==> config.mk <==
export PLATFORM = sky130hd
export DESIGN_NAME = sar_adc_device_flat
export DESIGN_NICKNAME = d
export VERILOG_FILES = /design/src/verilog/adc_link_pkg.sv /design/src/verilog/adc_serial_if.sv /design/src/verilog/sar_adc_device.sv /design/src/flat_wrapper.sv
export VERILOG_INCLUDE_DIRS = /design/src /design/src/verilog
export SDC_FILE = /design/constraint.sdc
export NUM_CORES = 1
export LEC_CHECK = 0
export ABC_CLOCK_PERIOD_IN_PS = 6200
export BUFFER_PORTS_ARGS = -buffer_cell sky130_fd_sc_hd__buf_2
export CAP_MARGIN = 30
export CORE_MARGIN = 3
export CORE_UTILIZATION = 50
export CTS_CLUSTER_DIAMETER = 80
export CTS_CLUSTER_SIZE = 25
export DETAILED_ROUTE_END_ITERATION = 8
export PLACE_DENSITY = 0.69
export SLEW_MARGIN = 5
export SYNTH_ARGS = -nofsm -noshare
export SYNTH_HDL_FRONTEND = slang
export SYNTH_SLANG_ARGS = --single-unit
==> constraint.sdc <==
create_clock -name LINK_CLK_IN -period 6.2 [get_ports LINK_CLK_IN]
set_input_delay 1.55 -clock LINK_CLK_IN [delete_from_list [all_inputs] [get_ports LINK_CLK_IN]]
set_output_delay 1.55 -clock LINK_CLK_IN [all_outputs]
set_load 0.02 [all_outputs]
==> src/verilog/adc_link_regs.svh <==
// Constants for the converter serial link: timing counts, bit positions.
// Assumes a 125 MHz host core clock and a 15 ns device link clock.
`ifndef ADC_LINK_REGS_SVH
`define ADC_LINK_REGS_SVH

`define WORD_BITS        16
`define WORD_MSB         15
`define LAST_FALL        4'hF
`define CONV_MIN_CYC     8'h28
`define CONV_MAX_CYC     8'h3C
`define CORE_CLK_MHZ     125
`define T_CONV_WAIT_NS   1000
`define CONV_WAIT_CYC    8'(((`T_CONV_WAIT_NS * `CORE_CLK_MHZ) + 999) / 1000)
`define ARM_CYC          8'h04
`define SCLK_HALF_CYC    8'h08
`define GAP_CYC          8'h10
`define LFSR_SEED        8'h01
`define SYNC_CONV        2
`define SYNC_SEL         1
`define SYNC_SCLK        0
// Synchroniser reset level equals the idle pins: start low, select high
`define PIN_IDLE         3'h2

`endif

==> src/verilog/adc_link_pkg.sv <==
// Types shared by both ends of the converter serial link.
// Assumes adc_link_regs.svh supplies the numeric constants.
package adc_link_pkg;

  typedef enum logic [1:0] {
    MODE_3WIRE = 2'h0,
    MODE_4WIRE = 2'h1,
    MODE_DAISY = 2'h2
  } link_mode_e;

  typedef enum logic [1:0] {
    DEV_ACQ  = 2'h1,
    DEV_CONV = 2'h2
  } dev_state_e;

  typedef enum logic [5:0] {
    HST_IDLE   = 6'h01,
    HST_ARM    = 6'h02,
    HST_CONV   = 6'h04,
    HST_READ   = 6'h08,
    HST_FINISH = 6'h10,
    HST_GAP    = 6'h20
  } host_state_e;

endpackage

==> src/verilog/adc_serial_if.sv <==
// Pins between the converter and its serial host.
// The host samples serial_out through two flip-flops; only the bench looks at serial_out_oe.
`timescale 1ns/1ps
interface adc_serial_if;
  logic convert_start;
  logic host_serial_input;
  logic serial_clk;
  logic serial_out;
  logic serial_out_oe;

  modport device (
    input  convert_start,
    input  host_serial_input,
    input  serial_clk,
    output serial_out,
    output serial_out_oe
  );

  modport host (
    output convert_start,
    output host_serial_input,
    output serial_clk,
    input  serial_out,
    input  serial_out_oe
  );
endinterface

==> src/verilog/sar_adc_device.sv <==
// Converter end: conversion sequencing and serial result readout.
// Runs wholly on LINK_CLK_IN; all link pins pass two flip-flops first.
// SAMPLE_IN is assumed synchronous to LINK_CLK_IN.
`timescale 1ns/1ps
`include "adc_link_regs.svh"
module sar_adc_device
  import adc_link_pkg::*;
(
  input  wire logic        LINK_CLK_IN,
  input  wire logic        NRST_IN,
  input  wire logic [15:0] SAMPLE_IN,
  adc_serial_if.device     LINK,
  output wire logic        POWERED_UP_OUT,
  output wire logic        DAISY_MODE_OUT,
  output wire logic        RESULT_READY_OUT
);

  logic [2:0]  meta_q;
  logic [2:0]  sync_q;
  logic [2:0]  prev_q;
  dev_state_e  state_q;
  logic [7:0]  conv_cnt_q;
  logic [7:0]  lfsr_q;
  logic [15:0] captured_q;
  logic [15:0] shift_q;
  logic        daisy_q;
  logic        have_q;
  logic        reading_q;
  logic        cs3_q;
  logic [3:0]  fall_cnt_q;
  logic        drive_q;
  logic        sdo_q;
  logic        out_q;
  logic        oe_q;

  logic        conv_s;
  logic        sel_s;
  logic        conv_rise;
  logic        conv_fall;
  logic        sel_rise;
  logic        sel_fall;
  logic        sclk_fall;
  logic        conv_done;
  logic [7:0]  conv_len;

  always_ff @(posedge LINK_CLK_IN or negedge NRST_IN) begin
    if (!NRST_IN) begin
      // A zero here would look like both pins low and a select edge
      meta_q <= `PIN_IDLE;
      sync_q <= `PIN_IDLE;
      prev_q <= `PIN_IDLE;
    end else begin
      meta_q <= {LINK.convert_start, LINK.host_serial_input, LINK.serial_clk};
      sync_q <= meta_q;
      prev_q <= sync_q;
    end
  end

  assign conv_s    = sync_q[`SYNC_CONV];
  assign sel_s     = sync_q[`SYNC_SEL];
  assign conv_rise = conv_s & ~prev_q[`SYNC_CONV];
  assign conv_fall = ~conv_s & prev_q[`SYNC_CONV];
  assign sel_rise  = sel_s & ~prev_q[`SYNC_SEL];
  assign sel_fall  = ~sel_s & prev_q[`SYNC_SEL];
  assign sclk_fall = ~sync_q[`SYNC_SCLK] & prev_q[`SYNC_SCLK];

  // Pseudo-random length so the host cannot rely on one fixed figure
  always_ff @(posedge LINK_CLK_IN or negedge NRST_IN) begin
    if (!NRST_IN) begin
      lfsr_q <= `LFSR_SEED;
    end else begin
      lfsr_q <= {lfsr_q[6:0], lfsr_q[7] ^ lfsr_q[5] ^ lfsr_q[4] ^ lfsr_q[3]};
    end
  end

  assign conv_len = `CONV_MIN_CYC +
                    (lfsr_q % (`CONV_MAX_CYC - `CONV_MIN_CYC + 8'h01));
  assign conv_done = (state_q == DEV_CONV) && (conv_cnt_q == 8'h01);

  always_ff @(posedge LINK_CLK_IN or negedge NRST_IN) begin
    if (!NRST_IN) begin
      state_q    <= DEV_ACQ;
      conv_cnt_q <= 8'h00;
      daisy_q    <= 1'b0;
      captured_q <= 16'h0000;
    end else begin
      case (state_q)
        DEV_ACQ: begin
          if (conv_rise) begin
            state_q    <= DEV_CONV;
            daisy_q    <= ~sel_s;
            conv_cnt_q <= conv_len;
            captured_q <= SAMPLE_IN;
          end
        end
        DEV_CONV: begin
          // Pins are ignored here; only the count ends the conversion
          if (conv_done) begin
            state_q <= DEV_ACQ;
          end else begin
            conv_cnt_q <= conv_cnt_q - 8'h01;
          end
        end
        default: begin
          state_q <= DEV_ACQ;
        end
      endcase
    end
  end

  always_ff @(posedge LINK_CLK_IN or negedge NRST_IN) begin
    if (!NRST_IN) begin
      shift_q    <= 16'h0000;
      have_q     <= 1'b0;
      reading_q  <= 1'b0;
      cs3_q      <= 1'b0;
      fall_cnt_q <= 4'h0;
      drive_q    <= 1'b0;
      sdo_q      <= 1'b0;
    end else if ((state_q == DEV_ACQ) && conv_rise) begin
      drive_q   <= ~sel_s;
      sdo_q     <= 1'b0;
      reading_q <= 1'b0;
      have_q    <= 1'b0;
    end else if (conv_done) begin
      shift_q <= captured_q;
      have_q  <= ~daisy_q;
      if (daisy_q) begin
        sdo_q   <= captured_q[`WORD_MSB];
        drive_q <= 1'b1;
      end
    end else if (state_q == DEV_ACQ) begin
      if (daisy_q) begin
        if (sclk_fall) begin
          shift_q <= {shift_q[`WORD_MSB-1:0], sel_s};
          sdo_q   <= shift_q[`WORD_MSB-1];
        end
      end else if (reading_q) begin
        if (!cs3_q && sel_rise) begin
          drive_q   <= 1'b0;
          reading_q <= 1'b0;
        end else if (sclk_fall) begin
          if (fall_cnt_q == `LAST_FALL) begin
            drive_q   <= 1'b0;
            reading_q <= 1'b0;
          end else begin
            shift_q    <= {shift_q[`WORD_MSB-1:0], 1'b0};
            sdo_q      <= shift_q[`WORD_MSB-1];
            fall_cnt_q <= fall_cnt_q + 4'h1;
          end
        end
      end else if (have_q && ((conv_fall && sel_s) || (sel_fall && conv_s))) begin
        drive_q    <= 1'b1;
        sdo_q      <= shift_q[`WORD_MSB];
        reading_q  <= 1'b1;
        have_q     <= 1'b0;
        cs3_q      <= conv_fall;
        fall_cnt_q <= 4'h0;
      end
    end
  end

  // Both pins low overrides whatever the shifter wants to show
  always_ff @(posedge LINK_CLK_IN or negedge NRST_IN) begin
    if (!NRST_IN) begin
      out_q <= 1'b0;
      oe_q  <= 1'b0;
    end else if (!conv_s && !sel_s) begin
      out_q <= 1'b0;
      oe_q  <= 1'b1;
    end else begin
      out_q <= sdo_q;
      oe_q  <= drive_q;
    end
  end

  assign LINK.serial_out    = out_q;
  assign LINK.serial_out_oe = oe_q;
  assign POWERED_UP_OUT     = (state_q == DEV_CONV);
  assign DAISY_MODE_OUT     = daisy_q;
  assign RESULT_READY_OUT   = have_q;

endmodule // sar_adc_device

==> src/flat_wrapper.sv <==
// flat-port wrapper written by rule: the top's interface ports become plain ports
module sar_adc_device_flat import adc_link_pkg::*;
  (LINK_CLK_IN, NRST_IN, SAMPLE_IN, POWERED_UP_OUT, DAISY_MODE_OUT, RESULT_READY_OUT, LINK_convert_start, LINK_host_serial_input, LINK_serial_clk, LINK_serial_out, LINK_serial_out_oe);
  adc_serial_if LINK_i ();
  input  wire logic LINK_CLK_IN;
  input  wire logic NRST_IN;
  input  wire logic [15:0] SAMPLE_IN;
  output wire logic POWERED_UP_OUT;
  output wire logic DAISY_MODE_OUT;
  output wire logic RESULT_READY_OUT;
  input wire logic [$bits(LINK_i.convert_start)-1:0] LINK_convert_start;
  input wire logic [$bits(LINK_i.host_serial_input)-1:0] LINK_host_serial_input;
  input wire logic [$bits(LINK_i.serial_clk)-1:0] LINK_serial_clk;
  output wire logic [$bits(LINK_i.serial_out)-1:0] LINK_serial_out;
  output wire logic [$bits(LINK_i.serial_out_oe)-1:0] LINK_serial_out_oe;
  assign LINK_i.convert_start = LINK_convert_start;
  assign LINK_i.host_serial_input = LINK_host_serial_input;
  assign LINK_i.serial_clk = LINK_serial_clk;
  assign LINK_serial_out = LINK_i.serial_out;
  assign LINK_serial_out_oe = LINK_i.serial_out_oe;
  sar_adc_device u_core (.LINK_CLK_IN(LINK_CLK_IN), .NRST_IN(NRST_IN), .SAMPLE_IN(SAMPLE_IN), .LINK(LINK_i), .POWERED_UP_OUT(POWERED_UP_OUT), .DAISY_MODE_OUT(DAISY_MODE_OUT), .RESULT_READY_OUT(RESULT_READY_OUT));
endmodule
Yosys cells after proc, flatten, opt, wreduce, memory -nomap -nowiden:

Cells that the tools add are included.

* add/sub/neg operators: 3
* divide/modulo/power cells: 1
* equality and inequality tests: 25
* muxes and demuxes: 57
* bitwise operators: 17
* reductions and logical operators: 30

Operators with widths (count)
* 16-bit 2-to-1 mux: 8
* 1-bit 2-to-1 mux: 38
* 4-bit 2-to-1 mux: 5
* 8-bit 2-to-1 mux: 2
* 8-bit case mux with 2 select lines: 1
* 7-bit AND reduction: 2
* 2-bit != test (second input constant): 6
* 3-bit != test (second input constant): 4
* 6-bit AND reduction: 2
* 5-bit != test (second input constant): 2
* 1-bit inverter: 9
* 3-bit nonzero test: 3
* 6-bit by 8-bit adder with 8-bit output (first input constant): 1
* 8-bit by 1-bit equality test with 1-bit output (second input constant): 1
* 8-bit by 5-bit remainder unit with 8-bit output (second input constant): 1
* 4-bit by 3-bit != test with 1-bit output (second input constant): 2
* 4-bit != test (second input constant): 2
* 8-bit AND reduction: 1
* 2-bit nonzero test: 4
* 4-bit nonzero test: 2
* 8-bit by 1-bit subtractor with 8-bit output (second input constant): 1
* 1-bit logical AND: 7
* 3-bit by 1-bit != test with 1-bit output (second input constant): 2
* 3-bit AND reduction: 2
* 14 further kinds: 25

* bits in registers: 71
* logic and storage cells: 150

Logic depth before layout (Yosys ltp):

Gate-level depths: netlist (run 1).

* word-level depth: 11
* depth in mapped cells: 23
* depth with buffers taken out: 20

Worst setup path after synthesis (run 1):

OpenSTA, ideal clock, no wires.

* path kind: reg2reg
* from: register u_core.lfsr_q[2]
* to: register u_core.conv_cnt_q[7]
* library setup time: 0.124 ns
* data arrival time: 4.200 ns
* path slack: 1.876 ns
* stages on the path, launching flop included: 22
* buffers on the path: 2
* period minus slack after synthesis: 4.324 ns
* cells stage by stage: dfrtp_1 -> buf_2 -> inv_1 -> mux4_2 -> a211oi_2 -> inv_2 -> ha_1 -> nor4b_2 -> nand2_1 -> a22oi_1 -> a31oi_1 -> o311a_1 -> a211oi_2 -> nor4b_4 -> or2_1 -> clkbuf_1 -> o21ai_0 -> ha_1 -> nand3_1 -> a21oi_1 -> o211ai_1 -> nand2_1

* cells in the longest elaborated chain, start to end: 4

RTL lines
* start, declared: line sar_adc_device.sv:23 `logic [7:0] lfsr_q;`
* start signal, assigned: line sar_adc_device.sv:70 `` lfsr_q <= `LFSR_SEED; ``
* start signal, assigned: line sar_adc_device.sv:72 `lfsr_q <= {lfsr_q[6:0], lfsr_q[7] ^ lfsr_q[5] ^ lfsr_q[4] ^ lfsr_q[3]};`
* 8-bit by 5-bit remainder unit with 8-bit output: line sar_adc_device.sv:77 `` (lfsr_q % (`CONV_MAX_CYC - `CONV_MIN_CYC + 8'h01)); ``
* 6-bit by 8-bit adder with 8-bit output (no line)
* 8-bit 2-to-1 mux: line sar_adc_device.sv:89 `if (conv_rise) begin`
* 8-bit case mux with 2 select lines: line sar_adc_device.sv:87 `case (state_q)`
* end signal, assigned: line sar_adc_device.sv:92 `conv_cnt_q <= conv_len;`
* end signal, assigned: line sar_adc_device.sv:101 `conv_cnt_q <= conv_cnt_q - 8'h01;`
* end, declared: line sar_adc_device.sv:22 `logic [7:0] conv_cnt_q;`

No other way between the ends. The select of a mux whose other input is x is not followed.
A chain may end at the register's enable or synchronous reset.

Final worst setup path (run 1):

* from: register u_core.lfsr_q[7]
* to: register u_core.conv_cnt_q[7]

Same word-level chain as after synthesis.

==> impl_metrics.tcl, run 1 <==
set metrics [dict create \
    ys_seq_area_share_pct 39.8 \
    clk_pin_slew_ps 70 \
    arrival_ps 5400 \
    fmax_ghz 0.193 \
    critPathCaptureType "flip-flop" \
    gr-total-overflow 0 \
    drtIter0Drc 163 \
    die_width_um 101 \
    tightest_slew_ps 815 \
    num_antenna_cells 0 \
    seq_power_share_pct 44.6 \
    postPlaceCellArea_um2 4610 \
    grt_max_degree 72 \
    skew_ps 10.2 \
    p_int_mw 0.975 \
    hold_path.class "reg2reg" \
    vdd_ir_drop_max_mv 0.114 \
    p_per_area_nw_per_um2 299 \
    gp_congestion 0.852 \
    grt_setup_unrepaired "false" \
    htree_levels 3 \
    design_area_um2 4870 \
    ctsHoldBuffers 0 \
    wl_per_cell_um 15.2 \
    final_common_cell "dfrtp_1" \
    outcome "completed" \
    swShare_pct 33.0 \
    worst-path-max-fanout 30 \
    avgSynthCellArea_um2 9.32 \
    period_minus_slack_ps 5180 \
    layout.nets 519 \
    initial_core_util_pct 52.9 \
    cts_sinks 71 \
    design.die.area_um2 10100 \
    syn-cell-area_um2 4480 \
    vias_per_cell 5.92 \
    syn2layout_area_growth_pct 8.78 \
    die_h_um 101 \
    p_sw_mw 0.480 \
    maxSlewHeadroom_pct 44.3 \
    dr_total_vias 3549 \
    grt_pass1_wl_um 15300 \
    clock_latency_ps 340 \
    antenna_found_initial 0 \
    synth_edf_count 0 \
    cts_resized 0 \
    drtPass1Iterations 5 \
    ctsLongestPathBuffers 2 \
    design.core.area_um2 8460 \
    synthArstFlopShare_pct 100 \
    ant_nets 0 \
    syn_inst 480 \
    ys_types 78 \
    setup_viol 0 \
    io_pins 26 \
    cts_setup_buffers 0 \
    cp-start-kind "flip-flop" \
    cts_tree "yes" \
    dp_hpwl_um 6350 \
    leakagePower_nw 2.17 \
    period_share_pct 83.5 \
    final_cell_mix "dfrtp_1, nand2_1, o21ai_0" \
    comb_power_share_pct 27.9 \
    holdWs_ps 350 \
    synthesis.nets 509 \
    setup_tns_ps 0 \
    synth_ff_type "dfrtp_1" \
    clockPowerShare_pct 27.5 \
    drc_errors 0 \
    grt.total_usage_pct 18.5 \
    cts-root-buf "clkbuf_8" \
    wl_um 9130 \
    numCtsBuffers 9 \
    path_class "reg2reg" \
    io_buffers 25 \
    ys.warnings.count 0 \
    ys_ff_latch 71 \
    required_ps 6430 \
    final-hold-violation-count 0 \
    slew_viol_final 0 \
    drive_gt1_share_pct 20.4 \
    placementRows 33 \
    maxCapViolations 0 \
    grt_pass1_vias 3370 \
]
==> synth_stat cells (4+ instances only) <==
cell type | count | share of area (%)
mux2_2 | 19 | 4.8
buf_4 | 4 | 0.67
o21ai_0 | 37 | 4.1
nor3_1 | 7 | 0.78
dfstp_2 | 5 | 2.9
a21o_1 | 8 | 1.3
or3_1 | 4 | 0.56
clkbuf_1 | 12 | 1.0
ha_1 | 8 | 2.2
and3_1 | 7 | 0.98
nand2b_1 | 9 | 1.3
o21a_1 | 4 | 0.67
nand3_1 | 14 | 1.6
xnor2_1 | 7 | 1.4
a211oi_2 | 5 | 1.4
dfrtp_1 | 66 | 37
nor2b_1 | 6 | 0.84
inv_1 | 9 | 0.75
a22oi_1 | 6 | 1.0
and2_1 | 5 | 0.70
buf_2 | 10 | 1.1
o31ai_1 | 4 | 0.67
nand2_1 | 59 | 4.9
o21ai_1 | 10 | 1.1
nor2_1 | 33 | 2.8
a21oi_1 | 25 | 2.8
mux2i_1 | 17 | 3.8
buf_1 | 4 | 0.34
==> power groups by stage <==
stage	registers (mW)	logic, mW	clock network, mW
after floorplan	0.635	0.318	0
after global placement	0.652	0.397	0
after detailed placement	0.656	0.405	0
after CTS	0.649	0.405	0.413
after global routing	0.662	0.463	0.431
final	0.649	0.406	0.400
==> final cells by class <==
| class | count | area [um2] |
|---|---|---|
| Tap cell | 105 | 131 |
| Sequential cell | 71 | 1780 |
| Clock buffer | 9 | 124 |
| Timing Repair Buffer | 30 | 190 |
| Inverter | 11 | 41.3 |
| Clock inverter | 7 | 95.1 |
| Fill cell | 735 | 3600 |
| Multi-Input combinational cell | 367 | 2500 |
==> routing by layer <==
metal	GRT usage, %	part of all wire, %
met5	0	0
met4	6.74	1.5
met3	3.74	4.5
met2	29.6	46
met1	24.7	48
==> registers in the layout (all words and copies together), names as in the netlist <==
signal	cells
u_core.conv_cnt_q	8
u_core.fall_cnt_q	4
u_core.RESULT_READY_OUT	1
u_core.captured_q	16
u_core.prev_q	3
u_core.sync_q	3
u_core.sdo_q	1
u_core.lfsr_q	8
u_core.DAISY_MODE_OUT	1
u_core.cs3_q	1
u_core.LINK.serial_out_oe	1
u_core.reading_q	1
u_core.drive_q	1
u_core.state_q	2
u_core.shift_q	16
u_core.meta_q	3
u_core.LINK.serial_out	1
==> worst paths after layout <==
| kind | from | to | slack [ps] | cells after the start |
|---|---|---|---|---|
| min | u_core.meta_q[0] | u_core.sync_q[0] | 350 | 0 |
| max reg2reg | u_core.lfsr_q[7] | u_core.conv_cnt_q[7] | 1020 | 19 |
| min reg2reg | u_core.meta_q[0] | u_core.sync_q[0] | 350 | 0 |
| max in group asynchronous | NRST_IN | u_core.captured_q[6] | 4250 | 2 |
| min in group asynchronous | NRST_IN | u_core.fall_cnt_q[2] | 1400 | 2 |
| max | u_core.lfsr_q[7] | u_core.conv_cnt_q[7] | 1020 | 19 |
==> cells by family after synthesis <==
kind of cell    after synthesis  share of synthesized area, %
flops                        71                          39.8
mux                          39                          9.92
simple gates                165                          18.6
compound gates              146                          22.9
xor+xnor                      9                          2.18
fa+ha+maj                     8                          2.24
buf+inv                      42                          4.31
==> worst max-delay path, stage by stage (launching register included) <==
cell and delay [ps]:
dfrtp_1 870, and2b_1 300, mux4_2 470, a211oi_2 290, inv_2 110, ha_1 250, nor4b_2 240, nand2_1 80
a22oi_1 210, a31oi_1 130, o31ai_4 470, nand2_2 170, mux2_4 360, a311oi_1 360, o21ai_1 140, ha_1 230
nand3_1 70, a21oi_1 40, o211ai_1 190, nand2_1 60
==> per-stage QoR <==
| step | std cells | total power [mW] | setup WS (ps) | util (%) |
|---|---|---|---|---|
| after floorplan | 480 | 0.953 | 1880 | - |
| after global placement | 582 | 1.05 | 1290 | 54.4 |
| after detailed placement | 582 | 1.06 | 1120 | 54.4 |
| after CTS | 598 | 1.47 | 1070 | 57.0 |
| after global routing | 600 | 1.56 | 645 | 57.5 |
| final | 600 | 1.46 | 1020 | 57.5 |
(Power assumes the default switching activity.)
==> run 2, diff against run 1 <==
- ABC_CLOCK_PERIOD_IN_PS: 6200 -> 4300
- PLACE_DENSITY: 0.69 -> 0.72
- clock period: 6.2 -> 4.3 ns (I/O delays scaled with it)
==> run 2 against run 1 <==
- worst setup slack lost 790 ps
- largest power group unchanged
- sequential cell count unchanged
- cell count rose by 4.3%
- clock power rose by 61%
- core utilization rose by 2.9 points
- first-iteration DRC count shrank 1.8%
- critical endpoint unchanged
- cell area is 5.1% higher
- clock skew up 2.9 ps
- non-clock buffer count rose by 26
- critical path type unchanged
- combinational power grew 45%
- register-to-register slack got worse by 790 ps
==> impl_metrics.tcl, run 2 (synthesis results as in run 1) <==
set metrics [dict create \
    outcome "completed" \
    fill_cells 690 \
    die_h_um 101 \
    drive_gt1_share_pct 26.3 \
    htree_levels 3 \
    antenna_found_initial 0 \
    comb_power_share_pct 27.2 \
    numCtsBuffers 9 \
    grt.total_usage_pct 18.8 \
    drtIter0Drc 160 \
    io_buffers 25 \
    dr_total_vias 3717 \
    gr-usage-met1_pct 25.5 \
    tightest_slew_ps 746 \
    reg.largest.list "u_core.captured_q x16, u_core.shift_q x16" \
    hold_path.class "reg2reg" \
    worst-path-max-fanout 6 \
    rrSetupSlack_ps 230 \
    r2r-end "u_core.conv_cnt_q[7]" \
    setup_viol 0 \
    clk_pin_slew_ps 80 \
    swShare_pct 32.3 \
    grt_max_degree 33 \
    layout.nets 545 \
    final_common_cell "dfrtp_1" \
    cts_tree "yes" \
    io_pins 26 \
    min_to "u_core.sync_q[2]" \
    maxSlewHeadroom_pct 49.9 \
    period_minus_slack_ps 4070 \
    design.die.area_um2 10100 \
    skew_ps 13.1 \
    grt_pass1_vias 3413 \
    cts_sinks 71 \
    drtPass1Iterations 5 \
    dp.cells 604 \
    period_share_pct 94.6 \
    wl_per_cell_um 15.2 \
    worst_r2r_path_depth 20 \
    grt_pass1_wl_um 15700 \
    p_per_area_nw_per_um2 423 \
    ctsHoldBuffers 0 \
    syn2layout_area_growth_pct 14.3 \
    final-hold-violation-count 0 \
    worstPathCellList "and2b_1, mux4_2, a211oi_4, inv_2, ha_1, nor4b_2, nand2_1, a22oi_2, a31oi_4, o31ai_4, buf_6, a21oi_4, xor2_4, a311oi_2, o21ai_2, ha_2, nand3_1, a21oi_2, o211ai_1, nand2_1" \
    gr-total-overflow 0 \
    vias_per_cell 5.94 \
    arrival_ps 4290 \
    initial_core_util_pct 52.9 \
    design.core.area_um2 8460 \
    leakagePower_nw 2.30 \
    final_cell_mix "dfrtp_1, nand2_1, o21ai_0" \
    final_cells 626 \
    gp_congestion 0.918 \
    p_total_mw 2.16 \
    ant_nets 0 \
    finish.utilization_pct 60.5 \
    seq_power_share_pct 43.0 \
    min_path_cells 0 \
    path_class "reg2reg" \
    p_int_mw 1.46 \
    max_stage_delay_ps 490 \
    ctsLongestPathBuffers 2 \
    critPathCaptureType "flip-flop" \
    grtUsageMet2_pct 30.4 \
    postPlaceCellArea_um2 4770 \
    drc_errors 0 \
    maxCapViolations 0 \
    cp-start-kind "flip-flop" \
    setup_tns_ps 0 \
    wl_um 9510 \
    slew_viol_final 0 \
    dp_hpwl_um 6770 \
    vdd_ir_drop_max_mv 0.171 \
    cpMaxStageDelayCell "mux4_2" \
    num_antenna_cells 0 \
    reg2reg_from "u_core.lfsr_q[7]" \
    cts-root-buf "clkbuf_8" \
    required_ps 4520 \
    die_width_um 101 \
    clock_latency_ps 350 \
    fmax_ghz 0.246 \
    clockPowerShare_pct 29.7 \
    busiest_layer "met2" \
    design_area_um2 5120 \
    p_sw_mw 0.698 \
    placementRows 33 \
    hold_start "u_core.meta_q[2]" \
    path_common_cell "nand2_1" \
    met3_usage_pct 2.84 \
]
[run 2: area by class of cell]
cell class | instances | area (um2) | area share [%]
clock buffer | 9 | 124 | 2.42
clock inverter | 7 | 119 | 2.32
inverter | 11 | 41.3 | 0.807
multi-input combinational | 367 | 2560 | 50.0
sequential | 71 | 1780 | 34.9
tap | 105 | 131 | 2.57
timing repair buffer | 56 | 362 | 7.07
[run 2: worst max-delay path by stage]
stage / startpoint / endpoint / cells past startpoint
detailed placement: u_core.lfsr_q[7] / u_core.conv_cnt_q[7] / 20
CTS: u_core.lfsr_q[5] / u_core.conv_cnt_q[7] / 21
finish: u_core.lfsr_q[7] / u_core.conv_cnt_q[7] / 20
global placement: u_core.lfsr_q[7] / u_core.conv_cnt_q[7] / 20
global route: u_core.lfsr_q[7] / u_core.conv_cnt_q[7] / 20
floorplan: u_core.lfsr_q[5] / u_core.conv_cnt_q[7] / 21
[run 2: metal layers]
layer	vias up	wire length, um
met4	0	140
met2	88	4580
met5	-	0
li1	1811	-
met1	1806	4370
met3	12	416
[run 2: critical path, delay by kind of cell (launching register included)]
| family | cells | cell delay (ps) |
|---|---|---|
| simple gates | 5 | 690 |
| xor+xnor | 1 | 210 |
| compound gates | 9 | 1510 |
| flops | 1 | 420 |
| mux | 1 | 490 |
| fa+ha+maj | 2 | 430 |
| buf+inv | 2 | 220 |
[run 2: power groups by stage]
stage               Combinational (mW)  Clock [mW]  Sequential [mW]
floorplan                        0.458           0            0.915
global placement                 0.569           0            0.934
detailed placement               0.582           0            0.942
CTS                              0.588       0.656            0.930
global route                     0.661       0.681            0.952
finish                           0.589       0.643            0.930
[run 2: metrics by stage]
step                      setup WS (ps)  hold WS [ps]
after floorplan                    14.4           331
after CTS                          13.0           358
after global routing              -9.02           363
after global placement              150           334
after detailed placement          -42.3           345
final                               232           357
[run 2: repair_timing]
item | in CTS | in global routing
endpoints found under the setup margin | 1 | 5
gates resized for setup | 3 | 11
buffers inserted | 2 | 4
pin swaps | 0 | 8
endpoints found under the hold margin | 0 | 0
==> run 3, diff against run 2 <==
- CORE_UTILIZATION: 50 -> 35
- PLACE_DENSITY: 0.72 -> 0.55
==> run 3 against run 2 <==
- first-iteration DRC count up 50%
- die area up 40%
- clock-buffer cell count unchanged
- worst setup slack worse by 63 ps
- cell area up 3.8%
- critical endpoint is now u_core.conv_cnt_q[5]
==> impl_metrics.tcl, run 3 (synthesis results as in run 1) <==
set metrics [dict create \
    outcome "completed" \
    layout.nets 542 \
    dr_total_vias 3637 \
    worst_r2r_path_depth 19 \
    final_cell_mix "dfrtp_1, nand2_1, o21ai_0" \
    drive_gt1_share_pct 26.8 \
    vdd_ir_drop_max_mv 0.202 \
    slew_viol_final 0 \
    rrSetupSlack_ps 170 \
    postPlaceCellArea_um2 4810 \
    skew_ps 5.20 \
    design.core.area_um2 12300 \
    period_share_pct 96.1 \
    maxCapViolations 0 \
    cts-root-buf "clkbuf_16" \
    dp_hpwl_um 6940 \
    p_per_area_nw_per_um2 447 \
    drc_errors 0 \
    required_ps 4510 \
    grt_pass1_wl_um 16900 \
    final-hold-violation-count 0 \
    critPathBufInv 3 \
    hold_start "u_core.meta_q[2]" \
    holdWs_ps 346 \
    grt_max_degree 38 \
    reg2reg_from "u_core.lfsr_q[5]" \
    numCtsBuffers 9 \
    design_area_um2 5310 \
    syn2layout_area_growth_pct 18.7 \
    cts_sinks 71 \
    ant_nets 0 \
    design.die.area_um2 14200 \
    r2r-end "u_core.conv_cnt_q[5]" \
    cts_tree "yes" \
    drtPass1Iterations 4 \
    leakagePower_nw 2.35 \
    num_antenna_cells 0 \
    clock_latency_ps 330 \
    gp_congestion 0.863 \
    final_cells 686 \
    setup_viol 0 \
    critPathCaptureType "flip-flop" \
    cp-start-kind "flip-flop" \
    io_pins 26 \
    fmax_ghz 0.242 \
    min_to "u_core.sync_q[2]" \
    vias_per_cell 5.30 \
    io_buffers 25 \
    drtIter0Drc 240 \
    cpMaxStageDelayCell "mux4_2" \
    grt_pass1_vias 3529 \
    reg.largest.list "u_core.captured_q x16, u_core.shift_q x16" \
    max_stage_delay_ps 490 \
    final_common_cell "dfrtp_1" \
    gr-total-overflow 0 \
    worst-path-max-fanout 5 \
    wl_per_cell_um 14.4 \
    grt.total_usage_pct 14.3 \
    grt_setup_unrepaired "true" \
    min_path_cells 0 \
    antenna_found_initial 0 \
    htree_levels 3 \
    tightest_slew_ps 840 \
    worstPathCellList "and2b_2, mux4_2, a211oi_4, inv_2, ha_1, nor4b_2, nand2_1, a22oi_2, a31oi_2, o31ai_4, buf_6, a21oi_4, xor2_4, a311oi_4, o21ai_2, ha_2, buf_4, xnor2_1, o21ai_1" \
    die_width_um 119 \
    die_h_um 119 \
    clk_pin_slew_ps 60 \
    initial_core_util_pct 36.5 \
    period_minus_slack_ps 4130 \
    placementRows 40 \
    wl_um 9890 \
    hold_path.class "reg2reg" \
    arrival_ps 4340 \
    dp.cells 661 \
    path_class "reg2reg" \
    maxSlewHeadroom_pct 44.0 \
    ctsLongestPathBuffers 2 \
    crit_family "compound AO/OA/AOI/OAI gates" \
]
[run 3: worst max-delay path by stage]
stage | start | end | slack [ps] | cells past startpoint
2_1_floorplan | u_core.lfsr_q[5] | u_core.conv_cnt_q[7] | 10 | 21
3_3_place_gp | u_core.lfsr_q[5] | u_core.conv_cnt_q[7] | 130 | 20
3_5_place_dp | u_core.lfsr_q[5] | u_core.conv_cnt_q[7] | -50 | 20
4_1_cts | u_core.lfsr_q[5] | u_core.conv_cnt_q[7] | 50 | 20
5_1_grt | u_core.lfsr_q[5] | u_core.conv_cnt_q[7] | -40 | 20
6_report | u_core.lfsr_q[5] | u_core.conv_cnt_q[5] | 170 | 19
[run 3: routing by layer]
metal,up-vias,wire length [um],GRT usage (%)
li1,1803,-,-
met1,1744,4650,18.8
met2,70,4740,23.6
met3,20,281,1.99
met4,0,216,6.23
met5,-,0,0
[run 3: where the power goes]
| group | internal, mW | leakage (nW) | switching (mW) |
|---|---|---|---|
| sequential | 0.825 | 0.905 | 0.109 |
| combinational | 0.255 | 1.28 | 0.331 |
| clock | 0.568 | 0.166 | 0.285 |
[run 3: area by class of cell]
| type | count | area (um2) |
|---|---|---|
| clock buffers | 9 | 225 |
| clock inverters | 7 | 120 |
| fillers | 1220 | 6950 |
| inverters | 11 | 41.3 |
| multi-input cells | 367 | 2580 |
| flip-flops and latches | 71 | 1780 |
| well taps | 168 | 210 |
| repair buffers | 53 | 347 |
[run 3: per-stage QoR]
stage | utilization (%) | TNS, ps | power, mW | setup WS [ps]
3_5_place_dp | 39.2 | -45.7 | 1.53 | -45.7
3_3_place_gp | 39.2 | 0 | 1.52 | 127
6_report | 43.3 | 0 | 2.37 | 169
2_1_floorplan | - | 0 | 1.37 | 14.4
4_1_cts | 42.2 | 0 | 2.40 | 50.2
5_1_grt | 43.3 | -71.7 | 2.53 | -42.1
[run 3: timing repair]
action | CTS | global route
gates resized for setup | 5 | 14
pin swaps | 1 | 9
buffers inserted | 0 | 8
endpoints found under the setup margin | 1 | 4
hold buffers | 0 | 0
